--- config.mk ---
export PLATFORM = sky130hd
export DESIGN_NAME = ssm_spi_script_master
export DESIGN_NICKNAME = d
export VERILOG_FILES = /design/src/verilog/ssm_pkg.sv /design/src/verilog/ssm_spi_script_master.sv
export SDC_FILE = /design/constraint.sdc
export NUM_CORES = 1
export LEC_CHECK = 0
export ABC_AREA = 1
export BUFFER_PORTS_ARGS = -buffer_cell sky130_fd_sc_hd__buf_2
export CORE_MARGIN = 8
export CORE_UTILIZATION = 34
export DETAILED_ROUTE_END_ITERATION = 12
export PLACE_DENSITY_LB_ADDON = 0.25
export SETUP_SLACK_MARGIN = 0.3
export SLEW_MARGIN = 20
export SYNTH_ARGS = -nofsm -noshare
export SYNTH_HDL_FRONTEND = slang
export SYNTH_HIERARCHICAL = 1
export SYNTH_SLANG_ARGS = --single-unit
export TNS_END_PERCENT = 30
--- constraint.sdc ---
create_clock -name clk_sys -period 6.4 [get_ports clk_sys]
set_clock_uncertainty 0.1 [all_clocks]
set_input_delay 0.96 -clock clk_sys [delete_from_list [all_inputs] [get_ports clk_sys]]
set_output_delay 0.96 -clock clk_sys [all_outputs]
set_load 0.02 [all_outputs]
--- src/verilog/ssm_pkg.sv ---
// ==========================================================
// Shared constants for the scripted SPI master
package ssm_pkg;

  // ==========================================================
  // Clock and timing
  localparam int CLK_PERIOD_NS = 20;
  // Basic transaction: chip select to first clock edge, in ns
  localparam int CS_LEAD_NS = 10000;
  localparam int CS_LEAD_CYC = (CS_LEAD_NS + CLK_PERIOD_NS - 1) / CLK_PERIOD_NS;
  // Basic transaction: last clock edge to chip select release, in ns
  localparam int CS_TAIL_NS = 7800;
  localparam int CS_TAIL_CYC = (CS_TAIL_NS + CLK_PERIOD_NS - 1) / CLK_PERIOD_NS;
  // Longest serial clock period, in ns, and its half period in cycles
  localparam int SCLK_MAX_NS = 1000000;
  localparam int SCLK_MAX_HALF_CYC = SCLK_MAX_NS / CLK_PERIOD_NS / 2;

  // ==========================================================
  // Sizes
  localparam int CMD_W = 32;
  localparam int FIFO_DEPTH = 8;
  localparam int MAX_READS = 64;
  localparam int SAMPLE_W = 16;
  localparam int NUM_CS = 8;

  // ==========================================================
  // Command word fields
  localparam int OP_LSB = 28;
  localparam int CS_SEL_LSB = 24;
  localparam int ARG_LSB = 0;
  localparam int CPOL_BIT = 1;
  localparam int CPHA_BIT = 0;

  // ==========================================================
  // Opcodes
  localparam logic [3:0] OP_ENABLE = 4'h1;
  localparam logic [3:0] OP_DISABLE = 4'h2;
  localparam logic [3:0] OP_POLPHA = 4'h3;
  localparam logic [3:0] OP_RATE = 4'h4;
  localparam logic [3:0] OP_BITS = 4'h5;
  localparam logic [3:0] OP_CS_LOW = 4'h6;
  localparam logic [3:0] OP_CS_HIGH = 4'h7;
  localparam logic [3:0] OP_WRRD = 4'h8;
  localparam logic [3:0] OP_BASIC = 4'h9;
  localparam logic [3:0] OP_END = 4'ha;

  // ==========================================================
  // Reset values
  localparam logic [15:0] RST_HALF = 16'h0019;
  localparam logic [4:0] RST_BITS = 5'h08;
  localparam logic [4:0] BASIC_BITS = 5'h08;
  localparam logic RST_CPOL = 1'b0;
  localparam logic RST_CPHA = 1'b0;

  // Sequencer states
  typedef enum logic [2:0] {
    ST_IDLE, ST_DECODE, ST_LEAD, ST_BDATA, ST_SHIFT, ST_TAIL
  } ssm_state_t;

endpackage

--- src/verilog/ssm_spi_script_master.sv ---
`timescale 1ns/1ps

// ==========================================================
// Command FIFO
module ssm_fifo #(
  parameter int W = 32,
  parameter int D = 8
) (
  input wire logic clk,
  input wire logic rst_n,
  input wire logic in_valid,
  input wire logic [W-1:0] in_data,
  output logic in_ready,
  output logic out_valid,
  output logic [W-1:0] out_data,
  input wire logic out_ready
);
  localparam int AW = $clog2(D);

  logic [W-1:0] mem_q [D];   // Storage words
  logic [AW-1:0] wp_q;       // Write pointer
  logic [AW-1:0] rp_q;       // Read pointer
  logic [AW:0] cnt_q;        // Fill level
  logic [AW:0] cnt_d;
  logic ready_q;             // Registered ready, so the port is a flop
  logic push;
  logic pop;

  assign push = in_valid && in_ready;
  assign pop = out_valid && out_ready;
  assign in_ready = ready_q;
  assign out_valid = (cnt_q != '0);
  assign out_data = mem_q[rp_q];

  // Next fill level
  always_comb begin
    cnt_d = cnt_q + (AW+1)'(push) - (AW+1)'(pop);
  end

  // Pointers and level
  always_ff @(posedge clk or negedge rst_n) begin
    if (!rst_n) begin
      wp_q <= '0;
      rp_q <= '0;
      cnt_q <= '0;
      ready_q <= 1'b1;
    end else begin
      if (push) begin
        wp_q <= (wp_q == AW'(D-1)) ? '0 : wp_q + 1'b1;
      end
      if (pop) begin
        rp_q <= (rp_q == AW'(D-1)) ? '0 : rp_q + 1'b1;
      end
      cnt_q <= cnt_d;
      ready_q <= (cnt_d != (AW+1)'(D));
    end
  end

  // Data words, no reset needed
  always_ff @(posedge clk) begin
    if (push) begin
      mem_q[wp_q] <= in_data;
    end
  end
endmodule

// ==========================================================
// Scripted SPI master
module ssm_spi_script_master
  import ssm_pkg::*;
(
  input wire logic clk_sys,
  input wire logic arst_n,
  input wire logic cmd_valid,
  input wire logic [CMD_W-1:0] cmd_data,
  output logic cmd_ready,
  input wire logic spi_miso_i,
  output logic spi_sclk_o,
  output logic spi_sclk_oe,
  output logic spi_mosi_o,
  output logic spi_mosi_oe,
  output logic [NUM_CS-1:0] spi_cs_o,
  output logic [NUM_CS-1:0] spi_cs_oe,
  input wire logic [5:0] rd_index,
  output logic [SAMPLE_W-1:0] rd_data_q,
  output logic [6:0] read_count_q,
  output logic busy_q,
  output logic done_q,
  output logic done_err_q
);

  // ==========================================================
  // Declarations
  logic [1:0] rst_sync_q;       // Reset release synchroniser
  logic rst_n;                  // Synchronised reset
  logic miso_meta_q;            // First stage, read only by second
  logic miso_q;                 // Synchronised data in
  ssm_state_t st_q;             // Sequencer state
  logic [CMD_W-1:0] cmd_q;      // Command being executed
  logic f_valid;
  logic f_ready;
  logic [CMD_W-1:0] f_data;
  logic [3:0] op;
  logic [2:0] sel;
  logic [15:0] arg;
  logic cpol_q;                 // Clock idle level
  logic cpha_q;                 // Sample on trailing edge when set
  logic [15:0] half_q;          // Half period in cycles
  logic [4:0] bits_q;           // Script sample width
  logic oe_q;                   // Port driven
  logic [NUM_CS-1:0] cs_q;      // Select levels
  logic basic_q;                // Running a basic transaction
  logic [7:0] left_q;           // Basic bytes after the current one
  logic [15:0] wait_q;          // Lead/tail countdown
  logic [15:0] hcnt_q;          // Half period countdown
  logic [4:0] edge_q;           // Clock edge number in sample
  logic [4:0] nb_q;             // Width of current sample
  logic [15:0] tx_q;            // Outgoing bits, msb first
  logic [15:0] rx_q;            // Incoming bits
  logic [15:0] rx_next;
  logic [15:0] tx_load;
  logic [15:0] ld_data;
  logic [4:0] ld_bits;
  logic sclk_q;
  logic mosi_q;
  logic [6:0] reads_q;          // Reads used in this script
  logic err_q;                  // Read limit hit in this script
  logic [SAMPLE_W-1:0] rmem_q [MAX_READS];
  logic tick;
  logic sample_edge;
  logic last_edge;
  logic start_shift;
  logic reads_full;

  assign rst_n = rst_sync_q[1];
  assign op = cmd_q[OP_LSB +: 4];
  assign sel = cmd_q[CS_SEL_LSB +: 3];
  assign arg = cmd_q[ARG_LSB +: 16];
  assign reads_full = (reads_q == 7'(MAX_READS));
  assign tick = (st_q == ST_SHIFT) && (hcnt_q == 16'h0001);
  assign sample_edge = (edge_q[0] == cpha_q);
  assign last_edge = tick && (edge_q == 5'({nb_q, 1'b0} - 6'h01));

  // ==========================================================
  // Reset and input synchronisers
  always_ff @(posedge clk_sys or negedge arst_n) begin
    if (!arst_n) begin
      rst_sync_q <= 2'h0;
    end else begin
      rst_sync_q <= {rst_sync_q[0], 1'b1};
    end
  end

  // Data in crosses from the slave's timing, so two stages
  always_ff @(posedge clk_sys or negedge rst_n) begin
    if (!rst_n) begin
      miso_meta_q <= 1'b0;
      miso_q <= 1'b0;
    end else begin
      miso_meta_q <= spi_miso_i;
      miso_q <= miso_meta_q;
    end
  end

  // ==========================================================
  // Command buffer
  ssm_fifo #(
    .W(CMD_W),
    .D(FIFO_DEPTH)
  ) u_fifo (
    .clk(clk_sys),
    .rst_n(rst_n),
    .in_valid(cmd_valid),
    .in_data(cmd_data),
    .in_ready(cmd_ready),
    .out_valid(f_valid),
    .out_data(f_data),
    .out_ready(f_ready)
  );

  assign f_ready = (st_q == ST_IDLE) || (st_q == ST_BDATA);

  // ==========================================================
  // Shift load values
  always_comb begin
    ld_data = (st_q == ST_BDATA) ? {8'h00, f_data[7:0]} : arg;
    ld_bits = (st_q == ST_BDATA) ? BASIC_BITS : bits_q;
    // Left-align the sample so the msb leaves first
    tx_load = 16'(ld_data << (5'h10 - ld_bits));
    rx_next = sample_edge ? {rx_q[14:0], miso_q} : rx_q;
  end

  // A new sample starts from a write-read or a basic data byte
  assign start_shift = ((st_q == ST_DECODE) && (op == OP_WRRD) && !reads_full) ||
                       ((st_q == ST_BDATA) && f_valid);

  // ==========================================================
  // Sequencer
  always_ff @(posedge clk_sys or negedge rst_n) begin
    if (!rst_n) begin
      st_q <= ST_IDLE;
      cmd_q <= '0;
      basic_q <= 1'b0;
      left_q <= 8'h00;
      wait_q <= 16'h0000;
    end else begin
      case (st_q)
        // Take the next command
        ST_IDLE: begin
          if (f_valid) begin
            cmd_q <= f_data;
            st_q <= ST_DECODE;
          end
        end
        // Single-cycle commands end here
        ST_DECODE: begin
          if (op == OP_WRRD && !reads_full) begin
            basic_q <= 1'b0;
            st_q <= ST_SHIFT;
          end else if (op == OP_BASIC) begin
            basic_q <= 1'b1;
            left_q <= arg[7:0];
            wait_q <= 16'(CS_LEAD_CYC - 1);
            st_q <= ST_LEAD;
          end else begin
            st_q <= ST_IDLE;
          end
        end
        // Select asserted, waiting out the lead time
        ST_LEAD: begin
          if (wait_q == 16'h0000) begin
            st_q <= ST_BDATA;
          end else begin
            wait_q <= wait_q - 16'h0001;
          end
        end
        // Waiting for the next data byte of a basic transaction
        ST_BDATA: begin
          if (f_valid) begin
            st_q <= ST_SHIFT;
          end
        end
        // Serial exchange of one sample
        ST_SHIFT: begin
          if (last_edge) begin
            if (!basic_q) begin
              st_q <= ST_IDLE;
            end else if (left_q == 8'h00) begin
              wait_q <= 16'(CS_TAIL_CYC - 1);
              st_q <= ST_TAIL;
            end else begin
              left_q <= left_q - 8'h01;
              st_q <= ST_BDATA;
            end
          end
        end
        // Tail time, then release
        ST_TAIL: begin
          if (wait_q == 16'h0000) begin
            st_q <= ST_IDLE;
          end else begin
            wait_q <= wait_q - 16'h0001;
          end
        end
        default: begin
          st_q <= ST_IDLE;
        end
      endcase
    end
  end

  // ==========================================================
  // Port configuration
  always_ff @(posedge clk_sys or negedge rst_n) begin
    if (!rst_n) begin
      cpol_q <= RST_CPOL;
      cpha_q <= RST_CPHA;
      half_q <= RST_HALF;
      bits_q <= RST_BITS;
    end else if (st_q == ST_DECODE) begin
      if (op == OP_POLPHA) begin
        cpol_q <= arg[CPOL_BIT];
        cpha_q <= arg[CPHA_BIT];
      end else if (op == OP_RATE) begin
        // zero is taken as one cycle
        half_q <= (arg == 16'h0000) ? 16'h0001 : arg;
      end else if (op == OP_BITS) begin
        // width clamped to 1..16
        // Whole argument tested, so 32 or 48 clamp high, not low
        if (arg == 16'h0000) begin
          bits_q <= 5'h01;
        end else if (arg > 16'h0010) begin
          bits_q <= 5'h10;
        end else begin
          bits_q <= arg[4:0];
        end
      end
    end
  end

  // ==========================================================
  // Pin drive and chip selects
  always_ff @(posedge clk_sys or negedge rst_n) begin
    if (!rst_n) begin
      oe_q <= 1'b0;
      cs_q <= '1;
    end else if (st_q == ST_DECODE) begin
      if (op == OP_ENABLE) begin
        oe_q <= 1'b1;
      end else if (op == OP_DISABLE) begin
        oe_q <= 1'b0;
      end else if (op == OP_CS_LOW || op == OP_BASIC) begin
        cs_q[sel] <= 1'b0;
      end else if (op == OP_CS_HIGH) begin
        cs_q[sel] <= 1'b1;
      end
    end else if (st_q == ST_TAIL && wait_q == 16'h0000) begin
      cs_q[sel] <= 1'b1;
    end
  end

  // ==========================================================
  // Serial shifter
  always_ff @(posedge clk_sys or negedge rst_n) begin
    if (!rst_n) begin
      hcnt_q <= 16'h0000;
      edge_q <= 5'h00;
      nb_q <= RST_BITS;
      tx_q <= 16'h0000;
      rx_q <= 16'h0000;
      sclk_q <= RST_CPOL;
      mosi_q <= 1'b0;
    end else if (start_shift) begin
      hcnt_q <= half_q;
      edge_q <= 5'h00;
      nb_q <= ld_bits;
      rx_q <= 16'h0000;
      // Leading-edge sampling needs the first bit set up now
      if (!cpha_q) begin
        mosi_q <= tx_load[15];
        tx_q <= {tx_load[14:0], 1'b0};
      end else begin
        tx_q <= tx_load;
      end
    end else if (tick) begin
      hcnt_q <= half_q;
      edge_q <= edge_q + 5'h01;
      sclk_q <= ~sclk_q;
      // capture on sample edge, drive on the other
      if (sample_edge) begin
        rx_q <= rx_next;
      end else begin
        mosi_q <= tx_q[15];
        tx_q <= {tx_q[14:0], 1'b0};
      end
    end else if (st_q == ST_SHIFT) begin
      hcnt_q <= hcnt_q - 16'h0001;
    end else if (st_q == ST_DECODE && op == OP_POLPHA) begin
      // Idle level follows polarity at once
      sclk_q <= arg[CPOL_BIT];
    end
  end

  // ==========================================================
  // Read results and script bookkeeping
  always_ff @(posedge clk_sys or negedge rst_n) begin
    if (!rst_n) begin
      reads_q <= 7'h00;
      err_q <= 1'b0;
      done_q <= 1'b0;
      done_err_q <= 1'b0;
    end else begin
      done_q <= 1'b0;
      if (st_q == ST_DECODE && op == OP_END) begin
        // Script boundary: report and start afresh
        done_q <= 1'b1;
        done_err_q <= err_q;
        reads_q <= 7'h00;
        err_q <= 1'b0;
      end else if (st_q == ST_DECODE && op == OP_WRRD && reads_full) begin
        err_q <= 1'b1;
      end else if (last_edge) begin
        if (reads_full) begin
          // basic byte beyond the limit not stored
          err_q <= 1'b1;
        end else begin
          reads_q <= reads_q + 7'h01;
        end
      end
    end
  end

  always_ff @(posedge clk_sys) begin
    if (last_edge && !reads_full) begin
      rmem_q[reads_q[5:0]] <= rx_next;
    end
  end

  // ==========================================================
  // Registered status and readback
  always_ff @(posedge clk_sys or negedge rst_n) begin
    if (!rst_n) begin
      rd_data_q <= '0;
      read_count_q <= 7'h00;
      busy_q <= 1'b0;
    end else begin
      rd_data_q <= rmem_q[rd_index];
      read_count_q <= reads_q;
      busy_q <= (st_q != ST_IDLE);
    end
  end

  // Pin outputs, all straight from flops
  assign spi_sclk_o = sclk_q;
  assign spi_mosi_o = mosi_q;
  assign spi_cs_o = cs_q;
  assign spi_sclk_oe = oe_q;
  assign spi_mosi_oe = oe_q;
  assign spi_cs_oe = {NUM_CS{oe_q}};

endmodule

==> flow_metrics.env <==
export IMPL_outcome="completed"
export IMPL_fmax_mhz=255
export IMPL_grt_pass1_vias=37500
export IMPL_rsz0062_at_grt="false"
export IMPL_fp_dieArea_um2=187000
export IMPL_io_pins=89
export IMPL_rows=153
export IMPL_dpl_cell_count=7488
export IMPL_drt_iter0_drc=3207
export IMPL_r2r_end="rmem_q[3][12]"
export IMPL_ff2ff_setup_slack_ps=2480
export IMPL_cap_violations=0
export IMPL_first_pass_iters=5
export IMPL_ant_nets=0
export IMPL_syn_num_nets=5340
export IMPL_gp_congestion=0.810
export IMPL_cts_buffers_inserted=149
export IMPL_start_kind="flip-flop"
export IMPL_drv_slew=0
export IMPL_wl_met2_um=76600
export IMPL_comb_power_share_pct=22.7
export IMPL_regToRegStartpoint="st_q[0]"
export IMPL_required_ps=6770
export IMPL_crit_start="st_q[0]"
export IMPL_antenna_found_initial=12
export IMPL_fin_nets=5377
export IMPL_clockRootBuffer="clkbuf_16"
export IMPL_endpoint_kind="flip-flop"
export IMPL_hold_viol_final=0
export IMPL_ys_warn_count=6
export IMPL_grt_usage_pct=16.7
export IMPL_vias=39300
export IMPL_cts_clk_slew_worst_paths_ps=60
export IMPL_p_clk_share_pct=32.4
export IMPL_hp_class="flip-flop to async pin"
export IMPL_rr_worst_depth=11
export IMPL_wire_per_inst_um=20.8
export IMPL_cts_tree="done"
export IMPL_crit_fanout=23
export IMPL_vdd_drop_max_mv=0.292
export IMPL_grt_pass1_wl_um=242000
export IMPL_drc_errors=0
export IMPL_top_layer_used="met5"
export IMPL_seqCellArea_um2=41100
export IMPL_switching_share_pct=32.5
export IMPL_synthCells=5278
export IMPL_nFillCells=16700
export IMPL_cts_sinks=1398
export IMPL_fin_crit_sh_pct=61.2
export IMPL_syn_to_final_growth_pct=13.2
export IMPL_finalSetupViolations=0
export IMPL_syn_cell_area_um2=59100
export IMPL_grt_ovfl_total=0
export IMPL_ctsResizeCount=0
export IMPL_dp_hpwl_um=90200
export IMPL_max_slew_margin_rel_pct=26.8
export IMPL_fin_crit_ps=3920
export IMPL_die_x_um=433
export IMPL_final_cells=7762
export IMPL_multi_input_area_um2=15400
export IMPL_seqPwrFrac_pct=44.9
export IMPL_met3_wirelength_um=9520
export IMPL_port_buffer_count=79
export IMPL_ctsHtreeMaxLevel=4
export IMPL_clock_path_buffers=3
export IMPL_path_class="flip-flop to flip-flop"
export IMPL_initial_utilization_pct=34.1
export IMPL_vias_per_cell=5.06
export IMPL_p_leak_nw=24.5
export IMPL_syn_mean_instance_area_um2=11.2
export IMPL_postRouteWirelength_um=161000
export IMPL_tightest_slew_ps=1090
export IMPL_p_int_mw=17.2
export IMPL_net_switching_power_mw=8.30
export IMPL_crit_arrival_ps=4290
export IMPL_cellPowerDensity_nw_per_um2=382
export IMPL_coreArea_um2=173000
export IMPL_setup_tns_ps=0
export IMPL_wl_met1_um=71400
export IMPL_clk_latency_ps=780
export IMPL_grt_max_degree=184
export IMPL_fp_dieH_um=433
export IMPL_drive_gt1_share_pct=9.99
## flip-flops by register name, indices dropped and copies added, names as in the netlist, 16 cells and up, named ones only
signal / flops
hcnt_q: 16
rmem_q: 1024
tx_q: 16
rd_data_q: 16
half_q: 16
u_fifo/mem_q: 184
cmd_q: 23
rx_q: 16
wait_q: 16
## cell usage in the layout (no fill, tap or decap), types with 5 or more instances in the layout
master / instances
nand3_1: 226
nor2_1: 732
dfrtp_1: 174
o21ai_1: 57
clkbuf_1: 41
nand3_2: 8
buf_2: 76
xor2_1: 22
inv_2: 18
xnor2_1: 16
o211ai_1: 36
nor2_4: 7
clkbuf_16: 153
nand2_2: 10
nand2_1: 937
clkbuf_8: 8
a21oi_1: 49
buf_4: 123
o21ai_2: 5
nor3_1: 16
dfstp_2: 14
o21ai_0: 678
o32ai_1: 16
o21ai_4: 17
inv_1: 326
buf_12: 7
ha_1: 19
o22ai_1: 234
o221ai_1: 28
nor2_2: 19
nand4_1: 27
inv_6: 5
clkinv_2: 21
clkinv_1: 26
edfxtp_1: 1208
## stage by stage
stage / instance area (um2) / hold slack (ps) / power, mW / util, % / setup WS, ps
after global placement: 62200 / 220 / 17.4 / 35.9 / 2390
after CTS: 66800 / 176 / 25.8 / 38.6 / 2480
after detailed placement: 62200 / 221 / 17.5 / 35.9 / 2430
after global routing: 66800 / 187 / 26.8 / 38.6 / 2210
after floorplan: 59100 / 231 / 15.6 / - / 638
final: 66800 / 205 / 25.5 / 38.6 / 2480
## worst max path at each step
stage               endpoint  slack, ps
2_1_floorplan        basic_q        640
3_3_place_gp    rd_data_q[5]       2390
3_5_place_dp    rd_data_q[1]       2430
4_1_cts        rmem_q[3][12]       2480
5_1_grt         rmem_q[1][9]       2210
6_report       rmem_q[3][12]       2480
## critical path, stage by stage (launching register included)
cell     delay, ps
dfrtp_1        480
nor2_2         150
nand2_2         50
buf_4          230
inv_2          300
nand4_2        210
nor2_2         230
nand2_2        160
nor2_4         190
nand3_2        390
nor2_1         750
buf_4          350
## power groups by stage
stage / clock (mW) / sequential (mW) / combinational [mW]
2_1_floorplan: 0 / 11.7 / 3.92
3_3_place_gp: 0 / 11.6 / 5.76
3_5_place_dp: 0 / 11.6 / 5.83
4_1_cts: 8.46 / 11.4 / 5.85
5_1_grt: 8.80 / 11.5 / 6.48
6_report: 8.27 / 11.4 / 5.80
## cell type report
| class | instances | share of cell area [%] |
|---|---|---|
| multi-input combinational | 3205 | 23.0 |
| clock inverter | 68 | 0.846 |
| inverter | 351 | 2.01 |
| tap | 2325 | 4.35 |
| antenna | 4 | 0.0150 |
| sequential | 1398 | 61.4 |
| clock buffer | 201 | 6.10 |
| timing repair buffer | 210 | 2.24 |
## routing by layer
metal / vias up / track usage [%]
li1: 18500 / -
met1: 19400 / 23.1
met2: 1108 / 27.7
met3: 214 / 2.64
met4: 2 / 4.24
met5: - / 0
## timing repair
item,4_1_cts,5_1_grt
hold buffers,1,0
buffers inserted,0,0
endpoints found under the hold margin,2,0
No activity file was read; power rests on OpenSTA's default activity.
